[src/hw/scui_cfg.svh]
`ifndef SCUI_CFG_SVH
`define SCUI_CFG_SVH
// ==========================================
// addresses and bank select
`define SCUI_ADDR_EVENT      8'hae
`define SCUI_BANK_ID         1'b0
`define SCUI_BANK_EN         1'b1
// ==========================================
// flag positions, shared by both registers
`define SCUI_BIT_TBE         7
`define SCUI_BIT_RSVD        6
`define SCUI_BIT_OVC         5
`define SCUI_BIT_VERR        4
`define SCUI_BIT_WTO         3
`define SCUI_BIT_SENT        2
`define SCUI_BIT_RCVD        1
`define SCUI_BIT_PAR         0
`define SCUI_NUM_SRC         8
// ==========================================
// reset values and masks
`define SCUI_RESET_VAL       8'h00
`define SCUI_IMPL_MASK       8'hbf
// source index shown when nothing is pending
`define SCUI_SRC_NONE        3'h0
`endif

[src/hw/scui_pkg.sv]
// ==========================================
// shared types
package scui_pkg;
    // one byte of flags or enables
    typedef logic [7:0] scui_byte_t;
    // source index out of the priority encoder
    typedef logic [2:0] scui_src_t;
endpackage : scui_pkg

[src/hw/scui_irq_flags.sv]
`timescale 1ns/1ps
`default_nettype none
`include "scui_cfg.svh"
// Function
// - set buffer empty flag, bit 7
// - any event id read clears flags
// - set overcurrent flag, bit 5
// - set supply out of range flag, bit 4
// - set wait timeout flag, bit 3
// - set char sent flag, bit 2
// - set char received flag, bit 1
// - parity flag with sent or received
// - flag interrupts only when enabled
// - fixed priority order for simultaneous events
// - id register read only, bank 0
// - enable bit one enables source
// - flags and enables reset to zero
// - bank select picks register set
module scui_irq_flags
(
    // clock and reset
    input  wire logic                sys_clk,
    input  wire logic                reset_n,
    // special function register bus
    input  wire logic [7:0]          sfr_addr,
    input  wire logic                sfr_rd,
    input  wire logic                sfr_wr,
    input  wire logic [7:0]          sfr_wdata,
    output var  logic [7:0]          sfr_rdata,
    // bank select from the card selection register
    input  wire logic                register_bank_select,
    // event strobes from the card uart datapath
    input  wire logic                tx_holding_moved,
    input  wire logic                char_sent_done,
    input  wire logic                char_received_done,
    input  wire logic                rx_parity_bad,
    input  wire logic                wait_counter_expired,
    // analog comparator levels from the card supply
    input  wire logic                card_overcurrent_pin,
    input  wire logic                card_supply_out_pin,
    // interrupt request and top pending source
    output logic                     irq_req,
    output logic                     irq_any_pending,
    output var  logic [2:0]          irq_top_src
);
    // flag and enable registers
    scui_pkg::scui_byte_t flags_reg;
    scui_pkg::scui_byte_t flags_next;
    scui_pkg::scui_byte_t enable_reg;
    scui_pkg::scui_byte_t enable_next;
    // synchronised supply comparators and their delayed copies
    logic                 ovc_sync;
    logic                 verr_sync;
    logic                 ovc_d_reg;
    logic                 verr_d_reg;
    // decoded accesses
    wire                  addr_hit;
    wire                  id_read;
    wire                  en_write;
    wire                  en_read;
    // new events this cycle and gated requests
    scui_pkg::scui_byte_t set_vec;
    wire [7:0]            pend_vec;
    scui_pkg::scui_src_t  top_src;

    // ==========================================
    // pin synchronisers
    scui_sync u_sync_ovc
    (
        .sys_clk  (sys_clk),
        .reset_n  (reset_n),
        .async_in (card_overcurrent_pin),
        .sync_out (ovc_sync)
    );

    scui_sync u_sync_verr
    (
        .sys_clk  (sys_clk),
        .reset_n  (reset_n),
        .async_in (card_supply_out_pin),
        .sync_out (verr_sync)
    );

    // ==========================================
    // priority encoder, highest index first
    function automatic scui_pkg::scui_src_t top_of
    (
        input logic [7:0] vec
    );
        scui_pkg::scui_src_t res;
        res = `SCUI_SRC_NONE;
        for (int i = 0; i < `SCUI_NUM_SRC; i++)
        begin
            if (vec[i])
            begin
                res = i[2:0];
            end
        end
        return res;
    endfunction : top_of

    // ==========================================
    // address decode
    // bank select steers access
    assign addr_hit = (sfr_addr == `SCUI_ADDR_EVENT);
    assign id_read  = addr_hit & sfr_rd
                    & (register_bank_select == `SCUI_BANK_ID);
    assign en_write = addr_hit & sfr_wr
                    & (register_bank_select == `SCUI_BANK_EN);
    assign en_read  = addr_hit & sfr_rd
                    & (register_bank_select == `SCUI_BANK_EN);

    // ==========================================
    // event set vector
    always_comb
    begin
        set_vec = `SCUI_RESET_VAL;
        set_vec[`SCUI_BIT_TBE]  = tx_holding_moved;
        set_vec[`SCUI_BIT_OVC]  = ovc_sync & ~ovc_d_reg;
        set_vec[`SCUI_BIT_VERR] = verr_sync & ~verr_d_reg;
        set_vec[`SCUI_BIT_WTO]  = wait_counter_expired;
        set_vec[`SCUI_BIT_SENT] = char_sent_done;
        set_vec[`SCUI_BIT_RCVD] = char_received_done;
        set_vec[`SCUI_BIT_PAR]  = rx_parity_bad
                                & (char_sent_done | char_received_done);
    end

    // ==========================================
    // next flag value
    // read clears, a same-cycle set wins
    assign flags_next  = ((id_read ? `SCUI_RESET_VAL : flags_reg) | set_vec)
                       & `SCUI_IMPL_MASK;
    assign enable_next = en_write ? (sfr_wdata & `SCUI_IMPL_MASK)
                                  : enable_reg;

    // ==========================================
    // registers
    // all zero after reset
    always_ff @(posedge sys_clk)
    begin
        if (!reset_n)
        begin
            flags_reg  <= `SCUI_RESET_VAL;
            enable_reg <= `SCUI_RESET_VAL;
            ovc_d_reg  <= 1'b0;
            verr_d_reg <= 1'b0;
        end
        else
        begin
            flags_reg  <= flags_next;
            enable_reg <= enable_next;
            ovc_d_reg  <= ovc_sync;
            verr_d_reg <= verr_sync;
        end
    end

    // ==========================================
    // read data, registered, zero when unselected
    always_ff @(posedge sys_clk)
    begin
        if (!reset_n)
        begin
            sfr_rdata <= `SCUI_RESET_VAL;
        end
        else if (id_read)
        begin
            sfr_rdata <= flags_reg;
        end
        else if (en_read)
        begin
            sfr_rdata <= enable_reg;
        end
        else
        begin
            sfr_rdata <= `SCUI_RESET_VAL;
        end
    end

    // ==========================================
    // interrupt request
    // flag gated by its enable
    assign pend_vec        = flags_reg & enable_reg;
    assign irq_req         = |pend_vec;
    assign irq_any_pending = |flags_reg;
    assign top_src         = top_of(pend_vec);

    // top source held in a flop
    always_ff @(posedge sys_clk)
    begin
        if (!reset_n)
        begin
            irq_top_src <= `SCUI_SRC_NONE;
        end
        else
        begin
            irq_top_src <= top_src;
        end
    end

    // ==========================================
    // checks
    // read clears unless new event
    a_read_clears: assert property (
        @(posedge sys_clk) disable iff (!reset_n)
        id_read |=> (flags_reg == $past(set_vec & `SCUI_IMPL_MASK)))
        else $error("flags not cleared by id read");

    a_tbe_sets: assert property (
        @(posedge sys_clk) disable iff (!reset_n)
        tx_holding_moved |=> flags_reg[`SCUI_BIT_TBE])
        else $error("buffer empty flag missing");

    a_wto_sets: assert property (
        @(posedge sys_clk) disable iff (!reset_n)
        wait_counter_expired |=> flags_reg[`SCUI_BIT_WTO])
        else $error("timeout flag missing");

    a_sent_sets: assert property (
        @(posedge sys_clk) disable iff (!reset_n)
        char_sent_done |=> flags_reg[`SCUI_BIT_SENT])
        else $error("sent flag missing");

    a_rcvd_sets: assert property (
        @(posedge sys_clk) disable iff (!reset_n)
        char_received_done |=> flags_reg[`SCUI_BIT_RCVD])
        else $error("received flag missing");

    // parity pairs with a char flag
    a_par_pairs: assert property (
        @(posedge sys_clk) disable iff (!reset_n)
        $rose(flags_reg[`SCUI_BIT_PAR]) |->
        (flags_reg[`SCUI_BIT_SENT] | flags_reg[`SCUI_BIT_RCVD]))
        else $error("parity flag set alone");

    a_rcvd_parity: assert property (
        @(posedge sys_clk) disable iff (!reset_n)
        (char_received_done & rx_parity_bad) |=> flags_reg[`SCUI_BIT_PAR])
        else $error("parity flag missing");

    // overcurrent pin sets bit 5 in three cycles
    a_ovc_sets: assert property (
        @(posedge sys_clk) disable iff (!reset_n)
        $rose(card_overcurrent_pin) ##1 card_overcurrent_pin[*2]
        |=> flags_reg[`SCUI_BIT_OVC])
        else $error("overcurrent flag missing");

    // supply pin sets bit 4 in three cycles
    a_verr_sets: assert property (
        @(posedge sys_clk) disable iff (!reset_n)
        $rose(card_supply_out_pin) ##1 card_supply_out_pin[*2]
        |=> flags_reg[`SCUI_BIT_VERR])
        else $error("supply flag missing");

    // request held while an enabled flag stays
    a_irq_held: assert property (
        @(posedge sys_clk) disable iff (!reset_n)
        ((|pend_vec) & ~id_read & ~en_write) |=> irq_req)
        else $error("request dropped while pending");

    a_masked_quiet: assert property (
        @(posedge sys_clk) disable iff (!reset_n)
        (enable_reg == `SCUI_RESET_VAL) |-> !irq_req)
        else $error("request with all sources disabled");

    // enabled buffer empty is top source
    a_top_tbe: assert property (
        @(posedge sys_clk) disable iff (!reset_n)
        (flags_reg[`SCUI_BIT_TBE] & enable_reg[`SCUI_BIT_TBE])
        |=> (irq_top_src == `SCUI_BIT_TBE))
        else $error("buffer empty not on top");

    // write in bank 0 leaves enables alone
    a_id_ro: assert property (
        @(posedge sys_clk) disable iff (!reset_n)
        (addr_hit & sfr_wr & ~register_bank_select) |=> $stable(enable_reg))
        else $error("write to id bank changed enables");

    a_en_write: assert property (
        @(posedge sys_clk) disable iff (!reset_n)
        en_write |=> enable_reg == ($past(sfr_wdata) & `SCUI_IMPL_MASK))
        else $error("enable write lost");

    // no selected read, read data zero
    a_rdata_idle: assert property (
        @(posedge sys_clk) disable iff (!reset_n)
        !(id_read | en_read) |=> (sfr_rdata == `SCUI_RESET_VAL))
        else $error("read data not zero when idle");

    a_reset_zero: assert property (
        @(posedge sys_clk)
        !reset_n |=> ((flags_reg == `SCUI_RESET_VAL)
                      && (enable_reg == `SCUI_RESET_VAL)))
        else $error("registers not zero after reset");
endmodule : scui_irq_flags
`default_nettype wire

[src/hw/scui_sync.sv]
`timescale 1ns/1ps
`default_nettype none
// ==========================================
// two-stage synchroniser for event pins
module scui_sync
(
    // clock and reset
    input  wire logic sys_clk,
    input  wire logic reset_n,
    // async in, synced out
    input  wire logic async_in,
    output var  logic sync_out
);
    // first stage, read only by the second
    logic meta_reg;

    // ==========================================
    // two flops in series
    always_ff @(posedge sys_clk)
    begin
        if (!reset_n)
        begin
            meta_reg <= 1'b0;
            sync_out <= 1'b0;
        end
        else
        begin
            meta_reg <= async_in;
            sync_out <= meta_reg;
        end
    end
endmodule : scui_sync
`default_nettype wire

[config.mk]
export PLATFORM = sky130hd
export DESIGN_NAME = scui_irq_flags
export DESIGN_NICKNAME = d
export VERILOG_FILES = /design/src/hw/scui_pkg.sv /design/src/hw/scui_irq_flags.sv /design/src/hw/scui_sync.sv
export VERILOG_INCLUDE_DIRS = /design/src /design/src/hw
export SDC_FILE = /design/constraint.sdc
export NUM_CORES = 1
export LEC_CHECK = 0
export BUFFER_PORTS_ARGS = -buffer_cell sky130_fd_sc_hd__buf_4
export CAP_MARGIN = 20
export CORE_MARGIN = 8
export CORE_UTILIZATION = 51
export CTS_BUF_LIST = sky130_fd_sc_hd__clkbuf_4 sky130_fd_sc_hd__clkbuf_8
export DETAILED_ROUTE_END_ITERATION = 10
export PLACE_DENSITY = 0.84
export RECOVER_POWER = 25
export SLEW_MARGIN = 10
export SYNTH_ARGS = -nofsm -noshare
export SYNTH_HDL_FRONTEND = slang
export SYNTH_SLANG_ARGS = --single-unit
[constraint.sdc]
create_clock -name sys_clk -period 2.9 [get_ports sys_clk]
set_clock_uncertainty 0.2 [all_clocks]
set_input_delay 0.145 -clock sys_clk [delete_from_list [all_inputs] [get_ports sys_clk]]
set_output_delay 0.145 -clock sys_clk [all_outputs]
set_load 0.01 [all_outputs]
# ---- Word level (Yosys, flattened, before mapping)
# Index checks and enable logic that the tools add are counted.
dict set report word_totals {
  register_bits 32
  latchBits 0
  ram_bits 0
  rom_bits 0
  in_bits 28
  output_inout_bits 13
  wordCells 38
  mem_count 0
}
dict set report classes {
  n_addsub 0
  mul 0
  div 0
  magnitude_cmp 0
  eq_ne 1
  shift 0
  mux 10
  bitwise 14
  n_reduce_logical 2
}
# operator count
set op_table {}
lappend op_table {{8-bit 2-to-1 mux} 3}
lappend op_table {{3-bit 2-to-1 mux} 6}
lappend op_table {{8-bit OR reduction} 2}
lappend op_table {{1-bit bitwise AND} 8}
lappend op_table {{8-bit bitwise AND} 1}
lappend op_table {{8-bit equality test (second input constant)} 1}
lappend op_table {{8-bit OR} 1}
lappend op_table {{1-bit inverter} 3}
lappend op_table {{1-bit 2-to-1 mux} 1}
lappend op_table {{1-bit OR} 1}

# ---- Longest topological paths before layout
# Gate-level depths: netlist (run 1).
dict set report logic_depth {
  word_depth 8
  depth_mapped 6
  depth_no_buf 4
}

# ---- Hierarchy
# Synthesis (run 1) repeated with hierarchy kept, for this count alone.
dict set report unflattened {
  cells_unflattened 115
  hier_area_um2 1144.8
}
# mod n_inst cells_each area_each_um2 seq_area_each_um2
set by_module_without_submodules {}
lappend by_module_without_submodules {scui_irq_flags 1 107 1039.7 520.5}
lappend by_module_without_submodules {scui_sync 2 4 52.6 40.0}

# ---- Worst setup path before layout (run 1)
# No wires, ideal clock.
dict set report synth_path {
  path_kind {input to register}
  start {input port sfr_addr[6]}
  end {register flags_reg[1]}
  setup_ns 0.117
  arrival_ns 1.001
  required_ns 2.583
  path_slack_ns 1.582
  path_stages 3
  path_buffers 0
  cell_sequence {nand4bb_4 > o41a_1 > a22o_1}
}
dict set report synth_between {
  elab_chain_len 5
}
# element line_no
set synth_lines {}
lappend synth_lines {{start: declaration} scui_irq_flags.sv:25} ;# input wire logic [7:0] sfr_addr,
lappend synth_lines {{8-bit equality test (no source line)} --}
lappend synth_lines {{1-bit bitwise AND (2 in series)} scui_irq_flags.sv:106} ;# assign id_read = addr_hit & sfr_rd
lappend synth_lines {{8-bit 2-to-1 mux} scui_irq_flags.sv:131} ;# assign flags_next = ((id_read ? `SCUI_RESET_VAL : flags_reg) | set_vec)
lappend synth_lines {{8-bit OR} scui_irq_flags.sv:131}
lappend synth_lines {{end signal: assignment} scui_irq_flags.sv:143} ;# flags_reg <= `SCUI_RESET_VAL;
lappend synth_lines {{end signal: assignment} scui_irq_flags.sv:150} ;# flags_reg <= flags_next;
lappend synth_lines {{end: declaration} scui_irq_flags.sv:47} ;# scui_pkg::scui_byte_t flags_reg;
# No other way between the ends.
# A chain may end at the register's enable or synchronous reset.

# ---- Worst setup path in the final report (run 1)
dict set report layout_path {
  start {input port register_bank_select}
  end {register enable_reg[3]}
}
dict set report layout_between {
  elab_chain_len 1
}
# element line_no
set layout_lines {}
lappend layout_lines {{start: declaration} scui_irq_flags.sv:31} ;# input wire logic register_bank_select,
lappend layout_lines {{1-bit bitwise AND} scui_irq_flags.sv:108} ;# assign en_write = addr_hit & sfr_wr
lappend layout_lines {{end signal: assignment} scui_irq_flags.sv:144} ;# enable_reg <= `SCUI_RESET_VAL;
lappend layout_lines {{end signal: assignment} scui_irq_flags.sv:151} ;# enable_reg <= enable_next;
lappend layout_lines {{end: declaration} scui_irq_flags.sv:49} ;# scui_pkg::scui_byte_t enable_reg;
# No other way between the ends.

==> impl_results.md, run 1 <==
* Status: finished clean
* Chip width at 62.68 µm
* Synthesis-to-layout area growth at 43.02%
* CP Depth at 5
* Initial antenna violation count at 0
* DRC Markers at 0
* Post-synth cell types at 27
* Wire length per cell at around 14 µm
* Mapped Nets at around 140
* Critical Path Sink: enable_reg[3]$_SDFFE_PN0P_
* Clk sink count at 30
* FMAX at around 0.48 GHz
* Post-DR vias/cell at around 5.2
* Syn Std Cell Area at 1111 µm²
* Max clock buf depth at 2
* Synthesized flop and latch total at 30
* Met1 wire length at 1104 µm
* GRT Overall Usage at approximately 15%
* Max stage delay on crit path at around 0.57 ns
* Num CTS Buffers at 5
* Maximum fanout along the worst path at 14
* Rel. slew slack at 51.81%
* Cell area after layout at between 1500 and 2000 µm²
* Nets@finish at roughly 200
* Core area at between 2000 and 2500 µm²
* Placed cell area at ~1400 µm²
* Critical Path RT at ~2.9 ns
* Std cell rows at 17
* First-pass GRT wire length at 4664 µm
* GPL Wtd Cong at about 0.85
* Worst-path clk slew at roughly 0.08 ns
* Critical path buffers and inverters at 2
* Reg2Reg Setup Slack at ~1.7 ns
* CTS root buf: clkbuf_4
* Detail Route Antenna Nets at 0
* RR Startpoint: flags_reg[3]$_SDFF_PN0_
* Via Count at 1,018
* Final setup fails at 0
* Share of cells above drive strength 1 at 25.60%
* Number of global-route vias before repair at roughly 1,000
* Max VDD drop at ~420 µV
* Most frequent cells in the layout: buf_4 (34), dfxtp_1 (30), nand2_1 (19), dlygate4sd3_1 (15), o21ai_0 (9)
* Post-DP HPWL at roughly 2000 µm
* Input/output buffers at 38
* Die height at between 60 and 70 µm
* Gr ovfl total at 0
* Max Used Layer: met4
* CP endpoint kind: flop
* Drt total wl at around 2800 µm
* Crit path launch: register_bank_select
* ANT cells at 0
* PostCTS Resize Cnt at 0
* Max-cap violations at 0
* Type of the worst min-delay path: in2reg
* PnR Total Power at 741.0 µW
* Die ar. at between 3000 and 4000 µm²
* Max Slew Vio Count at 0
* H-tree Lvls at 2
* Sequential area share after synthesis at between 50 and 60%
* 1st-iter DRT viols at 36
* Post-synthesis cell count at ~120
* Largest net degree at the start of global routing at 31
* Routed wl met3 at between 150 and 200 µm
* Ports at 41
* Worst-Skew Late Latency at between 0.3 and 0.4 ns
* Met2 wire len at between 1000 and 1500 µm
* Commonest non-fill, non-tap cell in the layout: buf_4
* CP cell instances: dlygate4sd3_1 > clkbuf_1 > nand2_1 > nor3_2 > o21ai_0
* Cell area power density at 466.3 nW/µm²
* Arrival time of the worst setup path at between 2 and 2.5 ns
* Leakage Power at about 0.68 nW
* CP top delay family: buffers and inverters
* First-pass DRT Iterations at 4
* Crit path kind: in2reg
* Terminus of the critical flop-to-flop path: irq_top_src[1]$_SDFF_PN0_
* Mapped Avg Cell Area at approximately 9.7 µm²
* Critical-path top delay cell: nor3_2
* Final hold violations at 0
* Initial Utilization at roughly 52%
* Unrepaired setup endpoints after global routing: no
* Register-to-Register Path Depth at 4
* CTS tree: done
* Yosys warns at 0
* Tmin final at approximately 2.1 ns
* Worst slew pin tran at 0.7189 ns
* Post-route clock period utilization at between 70% and 80%
* Setup TNS at 0 ns
* Startpoint types: primary input
[logic make-up (layout without fill, tap and decap cells)]
| group | Yosys count | count (layout) | synth area share, % |
|---|---|---|---|
| buf+inv | 9 | 62 | 3.941 |
| simple gates | 45 | 45 | 20.95 |
| other cells | 1 | 1 | 0.3375 |
| compound gates | 23 | 23 | 14.41 |
| mux | 7 | 7 | 6.307 |
| flops | 30 | 30 | 54.05 |
[how the worst min path moves through the flow]
stage | start | endpoint | slack (ns) | depth (start not counted)
after floorplan | card_overcurrent_pin | u_sync_ovc.meta_reg$_SDFF_PN0_ | 0.07 | 1
after global placement | card_overcurrent_pin | u_sync_ovc.meta_reg$_SDFF_PN0_ | 0.16 | 2
after detailed placement | card_supply_out_pin | u_sync_verr.meta_reg$_SDFF_PN0_ | 0.16 | 2
after CTS | reset_n | verr_d_reg$_SDFF_PN0_ | 0.01 | 3
after global routing | reset_n | enable_reg[1]$_SDFFE_PN0P_ | 0.03 | 3
final | reset_n | verr_d_reg$_SDFF_PN0_ | 0.03 | 3
[area by class of cell]
type | instances | area, µm²
Fill cell | 166 | 538.0
Multi-Input combinational cell | 76 | 466.7
Clock buffer | 6 | 51.30
Tap cell | 28 | 35.03
Sequential cell | 30 | 600.6
Timing Repair Buffer | 53 | 424.2
Inverter | 3 | 11.26
[report_power, final]
group | total [mW] | internal, mW | switching (mW) | leakage [nW]
clock network | 0.228 | 0.109 | 0.119 | 0.0302
registers | 0.435 | 0.423 | 0.0115 | 0.245
logic | 0.0784 | 0.0505 | 0.0278 | 0.401
total | 0.741 | 0.583 | 0.158 | 0.676
[worst min-delay path, stage by stage]
cell and delay [ns]:
buf_4 0.20, nand2_1 0.11, inv_1 0.04
[cell usage after synthesis]
cell type   n  area (µm²)
nand2_1    19       71.32
o41a_1      1       11.26
o21ai_0     9       45.04
a21boi_0    2       15.01
nand3_1     7       35.03
nor3_2      1       10.01
conb_1      1       3.750
dfxtp_1    30       600.6
a21oi_1     1       5.000
mux2i_1     7       70.07
a221oi_1    1       8.760
and2_1      4       25.02
nor2b_1     1       6.260
nand4b_1    1       8.760
clkbuf_1    2       7.510
nor4_1      1       6.260
nor2_1      7       26.28
buf_4       2       15.01
nor3_1      2       10.01
a22oi_1     3       22.52
nand4bb_4   1       27.53
o211ai_1    1       7.510
a22o_1      4       35.03
buf_2       2       10.01
nand4_1     1       6.260
a32o_1      1       10.01
inv_1       3       11.26
[metal layers]
| metal | global-route usage, % | up-vias |
|---|---|---|
| met5 | 0 | - |
| met3 | 5.556 | 6 |
| met4 | 7.977 | 0 |
| li1 | - | 510 |
| met1 | 14.81 | 469 |
| met2 | 25.87 | 33 |
[per-stage QoR]
stage / cells / util (%) / hold slack, ns / worst slack [ns]
2_1_floorplan: 115 / - / 0.07229 / 1.582
3_3_place_gp: 175 / 65.76 / 0.1564 / 1.290
3_5_place_dp: 175 / 65.76 / 0.1579 / 1.217
4_1_cts: 196 / 75.24 / 0.01014 / 1.161
5_1_grt: 196 / 74.71 / 0.02624 / 0.6672
6_report: 196 / 74.71 / 0.02909 / 0.8272
[repair_timing]
item,CTS,global route
endpoints found under the hold margin,15,0
buffers inserted,0,0
hold buffers,15,0
No activity file was read; power rests on OpenSTA's default activity.
==> run 2: changes to the inputs <==
--- a/config.mk
+++ b/config.mk
@@ -9,10 +9,10 @@
 export BUFFER_PORTS_ARGS = -buffer_cell sky130_fd_sc_hd__buf_4
 export CAP_MARGIN = 20
 export CORE_MARGIN = 8
-export CORE_UTILIZATION = 51
+export CORE_UTILIZATION = 45
 export CTS_BUF_LIST = sky130_fd_sc_hd__clkbuf_4 sky130_fd_sc_hd__clkbuf_8
 export DETAILED_ROUTE_END_ITERATION = 10
-export PLACE_DENSITY = 0.84
+export PLACE_DENSITY = 0.79
 export RECOVER_POWER = 25
 export SLEW_MARGIN = 10
 export SYNTH_ARGS = -nofsm -noshare
==> constraint.sdc (replaced) <==
create_clock -name sys_clk -period 1.8 [get_ports sys_clk]
set_clock_uncertainty 0.2 [all_clocks]
set_input_delay 0.09 -clock sys_clk [delete_from_list [all_inputs] [get_ports sys_clk]]
set_output_delay 0.09 -clock sys_clk [all_outputs]
set_load 0.01 [all_outputs]
==> run 2 against run 1 <==
  * Design area increased by 11%
  * Non-clock buffer count increased by 12
  * Global-route usage increased by 0.40 points
  * Clock power increased to 3.1 times the previous value
  * Sequential share of layout area decreased by 3.6 points
  * Critical path depth unchanged
  * Die area increased by 9.9%
  * Critical path type unchanged
  * Largest cell class unchanged
==> impl_results.md, run 2 (synthesis results as in run 1) <==
* Status: finished clean
* 1st-iter DRT viols at 52 (+44%)
* Worst-Skew Late Latency at 0.33 ns (+0.02 ns)
* Wire length per cell at 14.58 µm (+3.3%)
* Crit path kind: in2reg
* Chip width at 65.69 µm (+4.8%)
* Met3 usage at 5.272% (-0.28 points)
* Synthesis-to-layout area growth at 58.22%
* Cell area after layout at 1758 µm² (+11%)
* Leakage Power at 0.7359 nW (+8.8%)
* Reg2Reg Setup Slack at 0.33 ns (-1.36 ns)
* Maximum fanout along the worst path at 30 (+16)
* Commonest non-fill, non-tap cell in the layout: buf_4
* Fin cells at 212 (+8.2%)
* CP endpoint kind: flop
* ANT cells at 0 (unchanged)
* H-tree Lvls at 2 (unchanged)
* Max clock buf depth at 2 (unchanged)
* Arrival time of the worst setup path at 1.79 ns (-0.25 ns)
* Die ar. at 4315 µm² (+9.9%)
* Register-to-Register Path Depth at 3 (-1)
* Cells after DPL at 178 (+1.7%)
* Terminus of the critical flop-to-flop path: enable_reg[5]$_SDFFE_PN0P_
* FMAX at approximately 0.6 GHz
* Max-cap violations at 0 (unchanged)
* Via Count at 1,096 (+7.7%)
* Ports at 41 (unchanged)
* Post-DP HPWL at 2061 µm (+4.5%)
* CTS root buf: clkbuf_4
* GRT Overall Usage at 15.18% (+0.40 points)
* Final setup margin at 0.08566 ns (-0.7416 ns)
* Nets@finish at 209 (+6.1%)
* Hold-fix buffer count after cts at 26 (+11)
* Max VDD drop at 844.7 µV (+100%)
* First-pass DRT Iterations at 4 (unchanged)
* CTS tree: done
* Initial Utilization at 46.11% (-6.1 points)
* Most frequent cells in the layout: buf_4 (33), dfxtp_1 (30), dlygate4sd3_1 (26), nand2_1 (19), o21ai_0 (9)
* Worst-path clk slew at 0.10 ns (+0.02 ns)
* Post-DR vias/cell at 5.170 (-0.46%)
* Largest net degree at the start of global routing at 31 (unchanged)
* Unrepaired setup endpoints after global routing: no
* First-pass GRT wire length at 5057 µm (+8.4%)
* Initial antenna violation count at 0 (unchanged)
* Std cell rows at 18 (+1)
* Area taken by multi-input logic gates at 466.7 µm² (unchanged)
* Hold Startpoint: sfr_rd
* GRT met2 Usage at 26.19% (+0.31 points)
* Hold depth at 5 (+2)
* RR Startpoint: enable_reg[5]$_SDFFE_PN0P_
* Setup TNS at 0 ns (unchanged)
* Final setup fails at 0 (unchanged)
* Placed cell area at 1409 µm² (+0.72%)
* Clk sink count at 30 (unchanged)
* Dpl ws at 0.3468 ns (-0.8707 ns)
* Share of cells above drive strength 1 at 23.63% (-2.0 points)
* Number of fill cells in the layout at 182 (+9.6%)
* Startpoint types: primary input
* GPL Wtd Cong at 0.8401 (-1.2%)
* Post-route clock period utilization at between 90% and 100%
* Crit path launch: reset_n
* Die height at 65.69 µm (+4.8%)
* Final hold violations at 0 (unchanged)
* Grt met1 use at 14.96% (+0.14 points)
* Core area at 2410 µm² (+13%)
* Type of the worst min-delay path: in2reg
* Gr ovfl total at 0 (unchanged)
* Critical Path RT at 1.88 ns (-0.98 ns)
* Busiest grt layer: met2
* Tmin final at about 1.7 ns
* Number of global-route vias before repair at 1,191 (+17%)
* Post-CTS Setup Bufs at 0 (unchanged)
* DRC Markers at 0 (unchanged)
* Num CTS Buffers at 5 (unchanged)
* PostCTS Resize Cnt at 0 (unchanged)
* Detail Route Antenna Nets at 0 (unchanged)
* Max Slew Vio Count at 0 (unchanged)
* Input/output buffers at 38 (unchanged)
* Drt total wl at 3091 µm (+12%)
* Sequential cell area at 600.6 µm² (unchanged)
* Cell area power density at 875.6 nW/µm² (+88%)
* Worst Hold End: sfr_rdata[4]$_SDFF_PN0_
[run 2: changes by cell type in the layout (fill, tap and decap cells not counted), sizes merged]
cell | before | now
clkbuf | 10 | 12
dlygate4sd3 | 15 | 26
bufinv | 0 | 2
buf | 34 | 33
[run 2: worst max path at each step]
stage          cells past startpoint                          to
2_1_floorplan                      3     flags_reg[1]$_SDFF_PN0_
3_3_place_gp                       4     flags_reg[2]$_SDFF_PN0_
3_5_place_dp                       4     flags_reg[3]$_SDFF_PN0_
4_1_cts                            5  enable_reg[3]$_SDFFE_PN0P_
5_1_grt                            5  enable_reg[5]$_SDFFE_PN0P_
6_report                           5  enable_reg[5]$_SDFFE_PN0P_
[run 2: cell type report]
cell class	instances	share of cell area, %
Timing Repair Buffer	65	30.18
Clock inverter	2	3.416
Inverter	3	0.6406
Multi-Input combinational cell	76	26.55
Tap cell	30	2.135
Clock buffer	6	2.918
Sequential cell	30	34.16
[run 2: power breakdown]
part,leakage [nW],switching (mW),internal [mW],total (mW)
combinational,0.433,0.0472,0.0885,0.136
clock,0.0585,0.232,0.471,0.703
sequential,0.245,0.0188,0.682,0.701
total,0.736,0.298,1.24,1.54
[run 2: worst max-delay path: stages]
cell and delay (ns):
dlygate4sd3_1 0.56, buf_4 0.29, nand2_1 0.08, o21ai_0 0.18, dlygate4sd3_1 0.58
[run 2: through the flow]
step / hold WS (ns) / total power, mW / util [%]
final: 0.1085 / 1.539 / 72.95
after floorplan: 0.01729 / 0.7597 / -
after global routing: 0.1415 / 1.585 / 72.95
after detailed placement: 0.1022 / 0.8161 / 58.46
after global placement: 0.09931 / 0.8108 / 58.46
after CTS: 0.1004 / 1.543 / 73.88
[run 2: per-layer routing]
metal / vias up / part of all wire [%]
met5: - / 0
met4: 0 / 3.4
met3: 10 / 7.2
met2: 45 / 52
met1: 511 / 38
li1: 530 / -
==> run 3: changes to the inputs <==
--- a/config.mk
+++ b/config.mk
@@ -6,13 +6,14 @@
 export SDC_FILE = /design/constraint.sdc
 export NUM_CORES = 1
 export LEC_CHECK = 0
+export ABC_AREA = 1
 export BUFFER_PORTS_ARGS = -buffer_cell sky130_fd_sc_hd__buf_4
 export CAP_MARGIN = 20
 export CORE_MARGIN = 8
-export CORE_UTILIZATION = 45
+export CORE_UTILIZATION = 46
 export CTS_BUF_LIST = sky130_fd_sc_hd__clkbuf_4 sky130_fd_sc_hd__clkbuf_8
 export DETAILED_ROUTE_END_ITERATION = 10
-export PLACE_DENSITY = 0.79
+export PLACE_DENSITY = 0.78
 export RECOVER_POWER = 25
 export SLEW_MARGIN = 10
 export SYNTH_ARGS = -nofsm -noshare
==> run 3 against run 2 <==
  * Design area is 7.3% higher
  * Combinational power up 10%
  * Flip-flop and latch count unchanged
  * Via count rose by 20%
  * Synthesized cell count grew 49%
  * First-iteration DRC count grew 19%
  * Count of clock-buffer cells in the layout decreased by 1
  * Cell count up 27%
  * Die area is 8.7% higher
  * Largest cell class unchanged
  * Power fell by 12%
==> impl_results.md, run 3 <==
* Status: finished clean
* CP endpoint kind: flop
* Post-route clock period utilization at 89.28% (-6.0 points)
* Unrepaired setup endpoints after global routing: no
* Final setup margin at 0.1929 ns (+0.1073 ns)
* Mapped Nets at 199 (+39%)
* Post-DP HPWL at 2081 µm (+0.99%)
* Cell area power density at 718.1 nW/µm² (-18%)
* Max VDD drop at 941.3 µV (+11%)
* Synth top area cells: dfxtp_1 (47%), nand2_1 (9.5%), inv_1 (8.0%)
* Max stage delay on crit path at 0.60 ns (+0.02 ns)
* Die height at 68.49 µm (+4.3%)
* Mapped Avg Cell Area at 7.412 µm² (-23%)
* Post-synthesis cell count at 171 (+49%)
* CP cell instances: dlygate4sd3_1 > buf_4 > nand4_1 > dlygate4sd3_1 > nand2_1 > nor2_1
* Nets@finish at 265 (+27%)
* Critical-path top delay cell: dlygate4sd3_1
* Post-DR vias/cell at 4.885 (-5.5%)
* H-tree Lvls at 2 (unchanged)
* Synth top area share at 47.38% (-6.7 points)
* Share of cells above drive strength 1 at 21.01% (-2.6 points)
* Input/output buffers at 38 (unchanged)
* Number of global-route vias before repair at 1,285 (+7.9%)
* Via Count at 1,314 (+20%)
* Gr ovfl total at 0 (unchanged)
* Post-synth cell types at 23 (-15%)
* DRC Markers at 0 (unchanged)
* Critical path buffers and inverters at 3 (unchanged)
* 1st-iter DRT viols at 62 (+19%)
* Post-synth EDFFs at 0 (unchanged)
* Maximum fanout along the worst path at 15 (-50%)
* Drt total wl at 3253 µm (+5.2%)
* Chip width at 68.49 µm (+4.3%)
* Final setup fails at 0 (unchanged)
* Clk sink count at 30 (unchanged)
* ANT cells at 0 (unchanged)
* Ys flop type: dfxtp_1
* Syn Std Cell Area at 1267 µm² (+14%)
* Startpoint types: primary input
* Max-cap violations at 0 (unchanged)
* Max clock buf depth at 2 (unchanged)
* Top post-synthesis cells by count: nand2_1 (32), dfxtp_1 (30), inv_1 (27), nor2_1 (21)
* CTS root buf: clkbuf_4
* Detail Route Antenna Nets at 0 (unchanged)
* Synth area leader: dfxtp_1
* Largest net degree at the start of global routing at 20 (-35%)
* Worst-Skew Late Latency at 0.33 ns (about the same)
* Dpl ws at 0.3934 ns (+0.04665 ns)
* Initial antenna violation count at 0 (unchanged)
* Critical Path RT at 1.84 ns (-0.04 ns)
* Yosys warns at 0 (unchanged)
* Worst-path clk slew at 0.09 ns (about the same)
* Async SR Flop Fraction at 0% (unchanged)
* Most frequent cells in the layout: nand2_1 (32), buf_4 (32), dfxtp_1 (30), dlygate4sd3_1 (28), inv_1 (27)
* Count leader, synth: nand2_1
* Std cell rows at 19 (+1)
* Final hold violations at 0 (unchanged)
* Arrival time of the worst setup path at 1.64 ns (-0.15 ns)
* First-pass GRT wire length at 5416 µm (+7.1%)
* Cell area after layout at 1887 µm² (+7.3%)
* Hold slack at 0.02531 ns (-0.08321 ns)
* Core area at 2686 µm² (+11%)
* CP top delay family: buffers and inverters
* First-pass DRT Iterations at 4 (unchanged)
* Initial Utilization at 47.18% (+1.1 points)
* Synthesis-to-layout area growth at 48.86%
* Placed cell area at 1551 µm² (+10%)
* Crit path kind: in2reg
* Type of the worst min-delay path: in2reg
* Post-CTS Setup Bufs at 0 (unchanged)
* GRT Overall Usage at 15.49% (+0.31 points)
* CTS tree: done
* Tmin final at 1.607 ns (-0.1073 ns)
* Setup TNS at 0 ns (unchanged)
* Wire length per cell at 12.09 µm (-17%)
* Max Slew Vio Count at 0 (unchanged)
* FMAX at 0.6222 GHz (+6.7%)
* Sequential area share after synthesis at 47.38% (-6.7 points)
* Ports at 41 (unchanged)
* Synthesized flop and latch total at 30 (unchanged)
* GPL Wtd Cong at 0.8189 (-2.5%)
* Leakage Power at 0.8869 nW (+21%)
* Die ar. at 4691 µm² (+8.7%)
* Most frequent CP cell: dlygate4sd3_1
* Num CTS Buffers at 5 (unchanged)
==> run 3: cell types whose count changed in the layout (fill, tap and decap cells not counted), sizes merged, moves of 6 or more <==
cell,change
inv,+24
a21oi,+12
nand2,+16
mux2i,-7
o21ai,-6
nand4,+12
nor2,+19
==> run 3: worst min-delay path, cell delays in order <==
cell	delay [ns]
buf_4	0.09
nor2_2	0.03
nand2_2	0.09
nor2_8	0.07
nand3_1	0.07
a21oi_1	0.06
==> run 3: worst paths after layout <==
check | from | to | slack [ns] | depth (start not counted)
worst min-delay path | sfr_addr[0] | sfr_rdata[7]$_SDFF_PN0_ | 0.03 | 6
worst max-delay path | register_bank_select | enable_reg[3]$_SDFFE_PN0P_ | 0.19 | 6
worst max register to register | flags_reg[7]$_SDFF_PN0_ | irq_top_src[2]$_SDFF_PN0_ | 0.54 | 5
worst min register to register | u_sync_verr.meta_reg$_SDFF_PN0_ | u_sync_verr.sync_out$_SDFF_PN0_ | 0.22 | 2
==> run 3: cells by family (layout without fill, tap and decap cells) <==
family | count (synthesis) | after routing | synth area share (%)
buffers and inverters | 34 | 101 | 11.16
AOI/OAI and AO/OA | 20 | 20 | 8.291
other | 1 | 1 | 0.2959
and+or+nand+nor | 86 | 86 | 32.87
DFF | 30 | 30 | 47.38
==> run 3: power breakdown <==
group | internal [mW] | switching [mW]
Sequential | 0.680 | 0.0136
Combinational | 0.0847 | 0.0650
Clock | 0.287 | 0.225
==> run 3: final cells by class <==
| class | instances | area, µm² |
|---|---|---|
| Multi-Input combinational cell | 107 | 525.5 |
| Sequential cell | 30 | 600.6 |
| Tap cell | 31 | 38.79 |
| Timing Repair Buffer | 66 | 543.0 |
| Fill cell | 221 | 799.5 |
| Clock buffer | 5 | 37.54 |
| Inverter | 27 | 101.3 |
| Clock inverter | 3 | 40.04 |
==> run 3: routing by layer <==
layer / share of wire (%) / routed length, µm / track usage [%]
met5: 0 / 0 / 0
met4: 2.3 / 74 / 8.440
met3: 6.8 / 222 / 6.300
met2: 49 / 1600 / 26.95
met1: 42 / 1356 / 15.44
==> run 3: repair_timing <==
item	4_1_cts	5_1_grt
endpoints found under the setup margin	0	1
hold endpoints to repair	27	0
hold buffers	28	0
resized for setup	0	1
==> run 3: stage by stage <==
step | cells | utilization (%) | total power [mW]
after floorplan | 171 | - | 0.7610
after global placement | 233 | 57.76 | 0.8186
after detailed placement | 233 | 57.76 | 0.8213
after CTS | 269 | 71.08 | 1.369
after global routing | 269 | 70.24 | 1.425
final | 269 | 70.24 | 1.355
